**src/hw/annp_pkg.sv**
```systemverilog
// Package: types, register indices, field positions and reset values of the next page registers
package annp_pkg;

   // ==========================================================
   // Next page word layout
   typedef struct packed
   {
      logic        next_page;
      logic        ack;
      logic        msg_page;
      logic        ack2;
      logic        toggle;
      logic [10:0] code;
   } annp_page_t;

   // ==========================================================
   // Bus geometry
   localparam int unsigned ANNP_ADDR_W = 12;
   localparam int unsigned ANNP_DATA_W = 32;
   localparam int unsigned ANNP_IDX_W  = 10;
   localparam int unsigned ANNP_REG_W  = 16;

   // ==========================================================
   // Register indices, byte address is four times the index
   localparam logic [9:0] ANNP_IDX_EXP_STATUS  = 10'h006;
   localparam logic [9:0] ANNP_IDX_LOCAL_NP    = 10'h007;
   localparam logic [9:0] ANNP_IDX_PARTNER_NP  = 10'h008;
   localparam logic [9:0] ANNP_IDX_IRQ_STATUS  = 10'h010;
   localparam logic [9:0] ANNP_IDX_IRQ_MASK    = 10'h011;

   // ==========================================================
   // Field positions
   localparam int unsigned ANNP_BIT_NEXT_PAGE   = 15;
   localparam int unsigned ANNP_BIT_ACK         = 14;
   localparam int unsigned ANNP_BIT_MSG_PAGE    = 13;
   localparam int unsigned ANNP_BIT_ACK2        = 12;
   localparam int unsigned ANNP_BIT_TOGGLE      = 11;
   localparam int unsigned ANNP_BIT_EXP_PAGE_RX = 1;
   localparam int unsigned ANNP_BIT_EXP_NP_ABLE = 2;
   localparam int unsigned ANNP_BIT_IRQ_PAGE_RX = 0;
   localparam int unsigned ANNP_BIT_IRQ_PAGE_TX = 1;
   localparam int unsigned ANNP_IRQ_W           = 2;

   // ==========================================================
   // Reset values and write masks
   localparam logic [10:0] ANNP_CODE_RST        = 11'h000;
   localparam logic [15:0] ANNP_LOCAL_NP_RST    = 16'h2000;
   localparam logic [15:0] ANNP_PARTNER_NP_RST  = 16'h0000;
   localparam logic [15:0] ANNP_LOCAL_WR_MASK   = 16'hB7FF;
   localparam logic [1:0]  ANNP_IRQ_MASK_RST    = 2'h0;
   localparam logic [1:0]  ANNP_IRQ_STATUS_RST  = 2'h0;

   // Index to byte address
   function automatic logic [11:0] annp_byte_addr(input logic [9:0] idx);
      annp_byte_addr = {idx, 2'b00};
   endfunction

endpackage

```
**src/hw/annp_irq.sv**
```systemverilog
// Sticky event status, mask and level interrupt for the next page registers
`timescale 1ns/1ps
`default_nettype none
module annp_irq
   import annp_pkg::*;
(
   input  wire logic                  clk,
   input  wire logic                  resetn,
   input  wire logic [ANNP_IRQ_W-1:0] event_set,
   input  wire logic [ANNP_IRQ_W-1:0] status_clr,
   input  wire logic                  mask_wr,
   input  wire logic [ANNP_IRQ_W-1:0] mask_wdata,
   output var  logic [ANNP_IRQ_W-1:0] status,
   output var  logic [ANNP_IRQ_W-1:0] mask,
   output var  logic                  irq
);

   // ==========================================================
   // Next values
   logic [ANNP_IRQ_W-1:0] next_status;
   logic [ANNP_IRQ_W-1:0] next_mask;

   // Set wins over clear so an event landing on the clearing read is kept
   assign next_status = (status & ~status_clr) | event_set;
   assign next_mask   = mask_wr ? mask_wdata : mask;

   // ==========================================================
   // State
   always_ff @(posedge clk or negedge resetn)
   begin
      if (!resetn)
      begin
         status <= ANNP_IRQ_STATUS_RST;
         mask   <= ANNP_IRQ_MASK_RST;
         irq    <= 1'b0;
      end
      else
      begin
         status <= next_status;
         mask   <= next_mask;
         irq    <= |(next_status & next_mask);
      end
   end

endmodule
`default_nettype wire

```
**src/hw/annp_regs.sv**
```systemverilog
// Auto-negotiation next page register pair with expansion status over APB
//
// Notes on behaviour
// - Local bit 15 writable; set advertises further next pages follow.
// - Local bit 13 writable, resets to 1; 1 message page, 0 unformatted.
// - Local bit 12 writable compliance flag; 1 will comply, 0 cannot.
// - Local bit 11 read-only, inverse of toggle in last exchanged word.
// - Local bits 10:0 writable outgoing code field, meaning set by bit 13.
// - Local code field resets to the null page encoding.
// - Partner register read-only, reset zero, captures received flags 15 to 11.
// - Partner bits 10:0 show the received code field.
// - Expansion page received bit latches on new page, holds until read.
// - Expansion bit 2 reads 1, local device can exchange next pages.
//
// The implementer's own choice: the APB interface to the registers.
`timescale 1ns/1ps
`default_nettype none
module annp_regs
   import annp_pkg::*;
(
   input  wire logic                   clk,
   input  wire logic                   resetn,
   // APB slave
   input  wire logic                   psel,
   input  wire logic                   penable,
   input  wire logic                   pwrite,
   input  wire logic [ANNP_ADDR_W-1:0] paddr,
   input  wire logic [ANNP_DATA_W-1:0] pwdata,
   output var  logic [ANNP_DATA_W-1:0] prdata,
   output var  logic                   pready,
   output var  logic                   pslverr,
   // Line side, auto-negotiation arbitration on the same clock
   input  wire logic                   rx_page_valid,
   input  wire annp_page_t             rx_page,
   input  wire logic                   tx_page_done,
   output var  annp_page_t             tx_page,
   // Interrupt
   output var  logic                   irq
);

   // ==========================================================
   // Register state
   annp_page_t            local_np;
   annp_page_t            partner_np;
   logic                  exp_page_rx;
   logic [ANNP_IRQ_W-1:0] irq_status;
   logic [ANNP_IRQ_W-1:0] irq_mask;
   logic                  irq_line;

   // Read capture, kept so a read only clears what it reported
   logic [ANNP_REG_W-1:0] rd_capture;
   logic                  rd_hit_exp;
   logic                  rd_hit_irq;

   // ==========================================================
   // Bus phase decode
   wire                   bus_setup;
   wire                   bus_done;
   wire                   bus_wr_done;
   wire                   bus_rd_done;

   assign bus_setup   = psel & ~penable;
   assign bus_done    = psel & penable & pready;
   assign bus_wr_done = bus_done & pwrite & ~pslverr;
   assign bus_rd_done = bus_done & ~pwrite & ~pslverr;

   // ==========================================================
   // Address decode
   wire                   hit_exp;
   wire                   hit_local;
   wire                   hit_partner;
   wire                   hit_irq_status;
   wire                   hit_irq_mask;
   wire                   hit_any;

   assign hit_exp        = (paddr == annp_byte_addr(ANNP_IDX_EXP_STATUS));
   assign hit_local      = (paddr == annp_byte_addr(ANNP_IDX_LOCAL_NP));
   assign hit_partner    = (paddr == annp_byte_addr(ANNP_IDX_PARTNER_NP));
   assign hit_irq_status = (paddr == annp_byte_addr(ANNP_IDX_IRQ_STATUS));
   assign hit_irq_mask   = (paddr == annp_byte_addr(ANNP_IDX_IRQ_MASK));
   assign hit_any        = hit_exp | hit_local | hit_partner | hit_irq_status | hit_irq_mask;

   // ==========================================================
   // Register read views
   wire [ANNP_REG_W-1:0]  exp_view;
   wire [ANNP_REG_W-1:0]  local_view;
   wire [ANNP_REG_W-1:0]  partner_view;
   wire [ANNP_REG_W-1:0]  irq_status_view;
   wire [ANNP_REG_W-1:0]  irq_mask_view;

   // Reserved bits 14 reads zero, toggle shows the flip-flop
   assign local_view = {local_np.next_page, 1'b0, local_np.msg_page, local_np.ack2,
                        local_np.toggle, local_np.code};

   // Whole word read-only, flags and code as received
   assign partner_view = partner_np;

   // Ability bit is a constant one
   assign exp_view = ANNP_REG_W'((1 << ANNP_BIT_EXP_NP_ABLE)
                     | (32'(exp_page_rx) << ANNP_BIT_EXP_PAGE_RX));

   // Interrupt words sit in the low bits, the rest read zero
   function automatic logic [ANNP_REG_W-1:0] irq_word(input logic [ANNP_IRQ_W-1:0] bits);
      irq_word = {{(ANNP_REG_W-ANNP_IRQ_W){1'b0}}, bits};
   endfunction

   assign irq_status_view = irq_word(irq_status);
   assign irq_mask_view   = irq_word(irq_mask);

   // ==========================================================
   // Read select
   logic [ANNP_REG_W-1:0] rd_select;

   always_comb
   begin
      rd_select = '0;
      if (hit_exp)
      begin
         rd_select = exp_view;
      end
      else if (hit_local)
      begin
         rd_select = local_view;
      end
      else if (hit_partner)
      begin
         rd_select = partner_view;
      end
      else if (hit_irq_status)
      begin
         rd_select = irq_status_view;
      end
      else if (hit_irq_mask)
      begin
         rd_select = irq_mask_view;
      end
   end

   // ==========================================================
   // APB response, no wait state, answered in the first access cycle
   logic                   next_pready;
   logic                   next_pslverr;
   logic [ANNP_DATA_W-1:0] next_prdata;

   assign next_pready  = bus_setup;
   assign next_pslverr = bus_setup ? ~hit_any : (pslverr & ~bus_done);
   assign next_prdata  = (bus_setup & ~pwrite & hit_any) ? {16'h0000, rd_select}
                       : prdata;

   always_ff @(posedge clk or negedge resetn)
   begin
      if (!resetn)
      begin
         pready  <= 1'b0;
         pslverr <= 1'b0;
         prdata  <= 32'h0000_0000;
      end
      else
      begin
         pready  <= next_pready;
         pslverr <= next_pslverr;
         prdata  <= next_prdata;
      end
   end

   // Remember what a read reported and where it pointed
   always_ff @(posedge clk or negedge resetn)
   begin
      if (!resetn)
      begin
         rd_capture <= 16'h0000;
         rd_hit_exp <= 1'b0;
         rd_hit_irq <= 1'b0;
      end
      else if (bus_setup)
      begin
         rd_capture <= rd_select;
         rd_hit_exp <= hit_exp & ~pwrite;
         rd_hit_irq <= hit_irq_status & ~pwrite;
      end
   end

   // ==========================================================
   // Local next page register
   wire                   local_wr;
   wire [ANNP_REG_W-1:0]  local_wdata;
   annp_page_t            next_local_np;

   assign local_wr    = bus_wr_done & hit_local;
   assign local_wdata = pwdata[ANNP_REG_W-1:0] & ANNP_LOCAL_WR_MASK;

   always_comb
   begin
      next_local_np = local_np;
      if (local_wr)
      begin
         next_local_np.next_page = local_wdata[ANNP_BIT_NEXT_PAGE];
         next_local_np.msg_page  = local_wdata[ANNP_BIT_MSG_PAGE];
         next_local_np.ack2      = local_wdata[ANNP_BIT_ACK2];
         next_local_np.code      = local_wdata[10:0];
      end
      // After each exchanged word the next one carries the opposite toggle
      if (tx_page_done)
      begin
         next_local_np.toggle = ~local_np.toggle;
      end
      // Bit 14 is reserved on the local side and never sent as set
      next_local_np.ack = 1'b0;
   end

   always_ff @(posedge clk or negedge resetn)
   begin
      if (!resetn)
      begin
         local_np <= annp_page_t'(ANNP_LOCAL_NP_RST);
      end
      else
      begin
         local_np <= next_local_np;
      end
   end

   // Line sees the register contents directly
   assign tx_page = local_np;

   // ==========================================================
   // Partner next page register
   always_ff @(posedge clk or negedge resetn)
   begin
      if (!resetn)
      begin
         partner_np <= annp_page_t'(ANNP_PARTNER_NP_RST);
      end
      else if (rx_page_valid)
      begin
         partner_np <= rx_page;
      end
   end

   // ==========================================================
   // Expansion status, page received latches high
   wire                   exp_clr;
   logic                  next_exp_page_rx;

   // Only a completed read that reported the bit may clear it
   assign exp_clr          = bus_rd_done & rd_hit_exp & rd_capture[ANNP_BIT_EXP_PAGE_RX];
   assign next_exp_page_rx = rx_page_valid | (exp_page_rx & ~exp_clr);

   always_ff @(posedge clk or negedge resetn)
   begin
      if (!resetn)
      begin
         exp_page_rx <= 1'b0;
      end
      else
      begin
         exp_page_rx <= next_exp_page_rx;
      end
   end

   // ==========================================================
   // Interrupt events
   wire [ANNP_IRQ_W-1:0]  irq_events;
   wire [ANNP_IRQ_W-1:0]  irq_clr;
   wire                   irq_mask_wr;

   assign irq_events  = {tx_page_done, rx_page_valid};
   assign irq_clr     = (bus_rd_done & rd_hit_irq) ? rd_capture[ANNP_IRQ_W-1:0]
                      : {ANNP_IRQ_W{1'b0}};
   assign irq_mask_wr = bus_wr_done & hit_irq_mask;

   annp_irq u_irq
   (
      .clk        (clk),
      .resetn     (resetn),
      .event_set  (irq_events),
      .status_clr (irq_clr),
      .mask_wr    (irq_mask_wr),
      .mask_wdata (pwdata[ANNP_IRQ_W-1:0]),
      .status     (irq_status),
      .mask       (irq_mask),
      .irq        (irq_line)
   );

   assign irq = irq_line;

endmodule
`default_nettype wire

```
**config.mk**
```make
export PLATFORM = sky130hd
export DESIGN_NAME = annp_regs
export DESIGN_NICKNAME = d
export VERILOG_FILES = /design/src/hw/annp_pkg.sv /design/src/hw/annp_irq.sv /design/src/hw/annp_regs.sv
export SDC_FILE = /design/constraint.sdc
export NUM_CORES = 1
export LEC_CHECK = 0
export BUFFER_PORTS_ARGS = -buffer_cell sky130_fd_sc_hd__buf_2
export CAP_MARGIN = 20
export CORE_ASPECT_RATIO = 0.7
export CORE_MARGIN = 4
export CORE_UTILIZATION = 40
export DETAILED_ROUTE_END_ITERATION = 16
export PLACE_DENSITY = 0.7
export SKIP_LAST_GASP = 1
export SYNTH_ARGS = -nofsm -noshare
export SYNTH_HDL_FRONTEND = slang
export SYNTH_SLANG_ARGS = --single-unit
```
**constraint.sdc**
```tcl
create_clock -name clk -period 2.2 [get_ports clk]
set_clock_uncertainty 0.1 [all_clocks]
set_input_delay 0.22 -clock clk [delete_from_list [all_inputs] [get_ports clk]]
set_output_delay 0.22 -clock clk [all_outputs]
set_load 0.1 [all_outputs]
```
Word level (Yosys, flattened, before mapping). Cells that the tools add are included.

Output and inout port bits: 51. Flip-flop bits (word level): 59.

Reduce and logical (&&, ||, !) cells: 1. Eq/ne operators: 5. Bitwise logic cells: 34. Multiplexer cells: 8.

Operators by type and width (count): 2-to-1 mux 16 bit (3); == test 12 x 5 -> 1 bit, second input constant (2); == test 12 x 7 -> 1 bit, second input constant (2); AND 1 bit (18); == test 12 x 6 -> 1 bit, second input constant (1); 2-to-1 mux 2 bit (4); NOT 1 bit (7); bitwise OR 1 bit (5); AND 2 bit (2); NOT 2 bit (1); bitwise OR 2 bit (1); OR reduction 2 bit (1); 2-to-1 mux 1 bit (1).

Logic depth before layout (Yosys ltp).
Depth after elaboration: 11. Depth in mapped cells: 8. Gate-level depth less buffers: 5.

By module. From an unflattened synthesis, not the netlist that was laid out.

Cells, all modules: 225. Area, all modules: 2682.6 µm².

By module, submodules not included: annp_regs (sequential area each 1352.5 µm², times used 1, area each 2496.1 µm², cells each 213); annp_irq (sequential area each 125.1 µm², times used 1, area each 186.4 µm², cells each 12).

Worst setup path before layout. Ideal clock, no wire load.

Kind: register to register. From: register pready. To: register local_np (netlist bit tx_page[0]). Library setup time: 0.126 ns. Period minus slack after synthesis: 2.200 ns. Data arrival time: 1.974 ns. Path buffers: 1. Path slack: 0.000 ns. Stages on the path, launching flop included: 6. Required time: 1.974 ns. Cell sequence: dfrtp_1 > nand4b_1 > nor2_1 > nand2_1 > buf_6 > mux2_2.

Longest elaborated chain between the ends: 4.

RTL lines: start, declared (line annp_regs.sv:30) `output var logic pready,`; start signal, assigned (line annp_regs.sv:160) `pready <= next_pready;`; AND 1 bit (line annp_regs.sv:63) `assign bus_done = psel & penable & pready;`; AND 1 bit (2 in a row) (line annp_regs.sv:64) `assign bus_wr_done = bus_done & pwrite & ~pslverr;`; AND 1 bit (line annp_regs.sv:189) `assign local_wr = bus_wr_done & hit_local;`; end signal, assigned (line annp_regs.sv:215) `local_np <= annp_page_t'(ANNP_LOCAL_NP_RST);`; end signal, assigned (line annp_regs.sv:219) `local_np <= next_local_np;`; end, declared (line annp_regs.sv:43) `annp_page_t local_np;`.

Every way passes these cells. A chain may end at the register's enable or synchronous reset.

Worst setup path after layout.
From: register pslverr. To: register u_irq.irq.

Elaborated cells on any way between the ends: 12. Classes of those cells: 2 x mux; 9 x bitwise; 1 x reduce/logical.

RTL lines: start, declared (line annp_regs.sv:31) `output var logic pslverr,`; start signal, assigned (line annp_regs.sv:161) `pslverr <= next_pslverr;`; NOT 1 bit (line annp_regs.sv:64); AND 1 bit (line annp_regs.sv:64); AND 1 bit (line annp_regs.sv:270) `assign irq_mask_wr = bus_wr_done & hit_irq_mask;`; 2-to-1 mux 2 bit (line annp_irq.sv:25) `assign next_mask = mask_wr ? mask_wdata : mask;`; net u_irq.next_mask[0] (line annp_irq.sv:21) `logic [ANNP_IRQ_W-1:0] next_mask;`; AND 2 bit (line annp_irq.sv:41) `irq <= |(next_status & next_mask);`; OR reduction 2 bit (line annp_irq.sv:41); end signal, assigned (line annp_irq.sv:41); end, declared (line annp_irq.sv:15) `output var logic irq`.

The timed path passes the listed nets, and every way through them passes these cells.

==> results.txt <==
- Leading post-synthesis cells by instance count: dfrtp_1, mux2_2, nor2_1, buf_4, a21oi_1
- Largest net degree at the start of global routing: 34
- Following the worst setup path forward leads to its endpoint at u_irq.irq.
* Detailed-route wire length per cell: 15.3 µm
* Number of cells on the worst reg-to-reg path: 5
- For the worst setup path, the data arrival time is 1820 ps.
- For this run, the post-layout net count is 382.
- Wires add up to 6.28 mm.
- The synthesized design contains 0 enable-type register cells.
- First-pass GRT wire length: 10.6 mm
* Critical path class: register to register
* Sum of internal, switching and leakage power: 2.55 mW
* Endpoint of the most critical register-to-register path: u_irq.irq
- Proportion of netlist area held by the largest area contributor: 54.8%
- Number of fillers in the final layout: 577
- After layout, the worst path uses 77.5% of the clock period.
* CTS Buffer Depth: 2
- In this design, the stage delay of the slowest critical-path cell is 390 ps.
- Synthesis instantiated 35 different standard cells from the library.
- Final standard cell count with taps included and fillers excluded: 410
- Along the worst path, the maximum fanout reaches 3.
- Counting every instance in the synthesized netlist gives 223.
- Slew Viols, Final: 0
* DRC violation count after routing: 0
* Cell chain of the critical path: nand4b_1 -> nor2_1 -> nand2_4 -> mux2_4 -> a22o_1
- Family with the most delay on the worst path: simple AND/OR/NAND/NOR gates
- Routing usage on met2: 26.0%
* Critical path origin: pslverr
- Peak supply drop: 0.422 mV
- Total congestion overflow after global routing: 0
- 118 I/O pins were placed.
* Vias in the first global route: 2137
* Max_cap viols: 0
- Critical R2R Launch: pslverr
- Flop2flop setup slack: 500 ps
- After clock tree synthesis, the clock-pin slew on the worst setup and hold paths is 70 ps.
- STA classifies the critical path endpoint as a register.
- Yosys printed 0 warnings.
- Summed over all instances, the cell type with the most area after synthesis is dfrtp_1.
- Detail-routed via count per cell: 4.79
- The initial antenna violation count came to 0.
* Worst path buffer plus inverter count: 0
- Most common cell in the netlist: dfrtp_1
- At the pin with the least slew margin, the transition time is 641 ps.
- Half-perimeter wire length of the detailed placement result: 4.64 mm
- 1st-iter DRT viols: 124
* Antenna diode count: 0
* Die X: 105 µm
* Count of standard-cell rows: 24
* Vias after detailed routing: 1965
* Clock latency reported for the late side of the worst-skew pair: 330 ps
* Clock sink count: 59
- Synthesis inferred 59 register bits.
- Share of the yosys chip area belonging to registers: 55.8%
- Buffers on Ports: 82
- Setup violations remaining at the end of the flow were counted as 0.
- For the final routed database, the setup TNS stands at 0 ps.
- Cell at the root of the clock tree: clkbuf_8
- In this run, post-CTS repair resized a total of 0 instances.
- In this run the power density over the cells is 761 mW/mm².
- Among all flip-flop cells after synthesis, the most frequent one is dfrtp_1.
- Starting utilization of the core area: 41.8%
- Avg Cell Area, Syn: 11.9 µm²
* Ys async rst share: 100%
- RePlAce Congestion: 0.778
* CTS tree: yes
- Placed Instances: 389
- Summed over all cells, the static leakage comes to 1.69 nW.
- Unrepaired setup endpoints after global routing: false
* Count of antenna-violating nets left after detailed routing: 0
- The H-tree generated during clock tree synthesis spans 3 levels.
- Fraction of final layout cells with drive strength greater than 1: 43.9%
- After synthesis, the cell types taking the most area are dfrtp_1, mux2_2, buf_4.
- Die area: 0.00801 mm²
* Headroom to the max-slew limit: 57.3%
* Worst min-delay path category: input pin to register
- Core Footprint: 0.00634 mm²
- STA classifies the critical path startpoint as a register.
- For this run, global-route usage on met1 was measured as 21.1%.
- Derived from the worst setup path, the maximum achievable clock frequency is 587 MHz.
- The final number of hold-violating endpoints was 0.
- At the worst endpoint, the required time is 2310 ps.
- Among all stages on the critical path, the largest delay is contributed by dfrtp_1.
- The flow ran to the end, and the final reports show no timing, DRC or antenna violations.
* Clock buffers created by TritonCTS: 9
- Die extent in y: 76.1 µm
- Number of cells on the critical path: 5
- Netlist area before placement: 0.00265 mm²
- For met3 alone, demand over resource in global routing was 7.54%.
- First-pass iteration count of the detailed router: 4
- All-layer global routing usage: 16.5%
* Post-layout min period: 1700 ps
- Compared with the post-synthesis result, the final layout area differs by 26.7%.
- Most congested layer reported by global routing: met2
-- per-stage QoR --
step	hold WS (ps)	setup slack [ps]	util, %	instance area, µm²
after detailed placement	179	202	49.0	3100
after global routing	0.661	432	53.0	3360
after CTS	0.992	501	52.8	3350
final	13.9	495	53.0	3360
after floorplan	-176	0.425	-	2710
after global placement	166	272	49.0	3100
-- per-layer routing --
layer | up-vias | routed length (µm)
met3 | 5 | 529
met5 | - | 0
met4 | 0 | 46
met1 | 955 | 2800
met2 | 69 | 2900
li1 | 936 | -
-- registers in the layout, indices dropped and copies added (netlist names) --
signal,flops
tx_page,15
exp_page_rx,1
u_irq.irq,1
rd_hit_exp,1
rd_capture,2
u_irq.status,2
u_irq.mask,2
rd_hit_irq,1
prdata,16
pslverr,1
pready,1
partner_np,16
-- what timing repair did --
action,CTS,global route
setup buffers,0,0
hold endpoints to repair,29,1
hold buffers,5,1
-- worst min path at each step --
| stage | cells after the start | from | slack (ps) | endpoint |
|---|---|---|---|---|
| 6_report | 2 | pwdata[15] | 10 | tx_page[15] |
| 3_3_place_gp | 1 | resetn | 170 | partner_np[8] |
| 5_1_grt | 2 | rx_page[4] | 0.7 | partner_np[4] |
| 3_5_place_dp | 1 | resetn | 180 | partner_np[8] |
| 2_1_floorplan | 0 | resetn | -180 | exp_page_rx |
| 4_1_cts | 2 | rx_page[12] | 1 | partner_np[12] |
-- cells by family after synthesis --
group                  Yosys count  share of synthesized area (%)
flip-flops                      59                           55.8
AND/OR/NAND/NOR                 54                           10.7
AO/OA/AOI/OAI                   41                           10.1
multiplexers                    35                           15.0
buffers and inverters           32                           7.98
XOR/XNOR                         1                          0.331
other                            1                          0.142
-- cells in the final DEF (no fill, tap or decap), types with 2 or more instances in the layout --
cell type,instances
nor3_1,2
nor2_1,21
buf_12,2
a21o_1,3
nand3_1,10
nand2_1,9
a31oi_1,2
clkbuf_8,11
dfrtp_1,58
o21ai_0,3
buf_2,82
a22o_1,2
clkbuf_1,2
nor2b_1,3
a22oi_1,12
buf_4,4
inv_1,3
and4_1,2
mux2_2,33
conb_1,17
dlygate4sd3_1,6
a21oi_1,15
-- cell type report --
| class | instances | area [µm²] | share of cell area [%] |
|---|---|---|---|
| Sequential cell | 59 | 1480 | 44.0 |
| Multi-Input combinational cell | 148 | 1020 | 30.4 |
| Inverter | 3 | 11.3 | 0.335 |
| Clock inverter | 2 | 35.0 | 1.04 |
| Clock buffer | 13 | 159 | 4.73 |
| Tap cell | 91 | 114 | 3.39 |
| Timing Repair Buffer | 94 | 541 | 16.1 |
-- where the power goes --
part,leakage [nW],internal (mW),switching [mW]
sequential,0.750,1.13,0.0297
clock,0.0995,0.577,0.391
combinational,0.836,0.0949,0.327
total,1.69,1.81,0.748
-- worst reg2reg max path, cell delays in order, from the launching register on --
cell and delay (ps):
dfrtp_1 390, nand4b_1 220, nor2_1 260, nand2_4 80, mux2_4 310, a22o_1 240
Note: power is estimated with default switching activity, not from simulation.
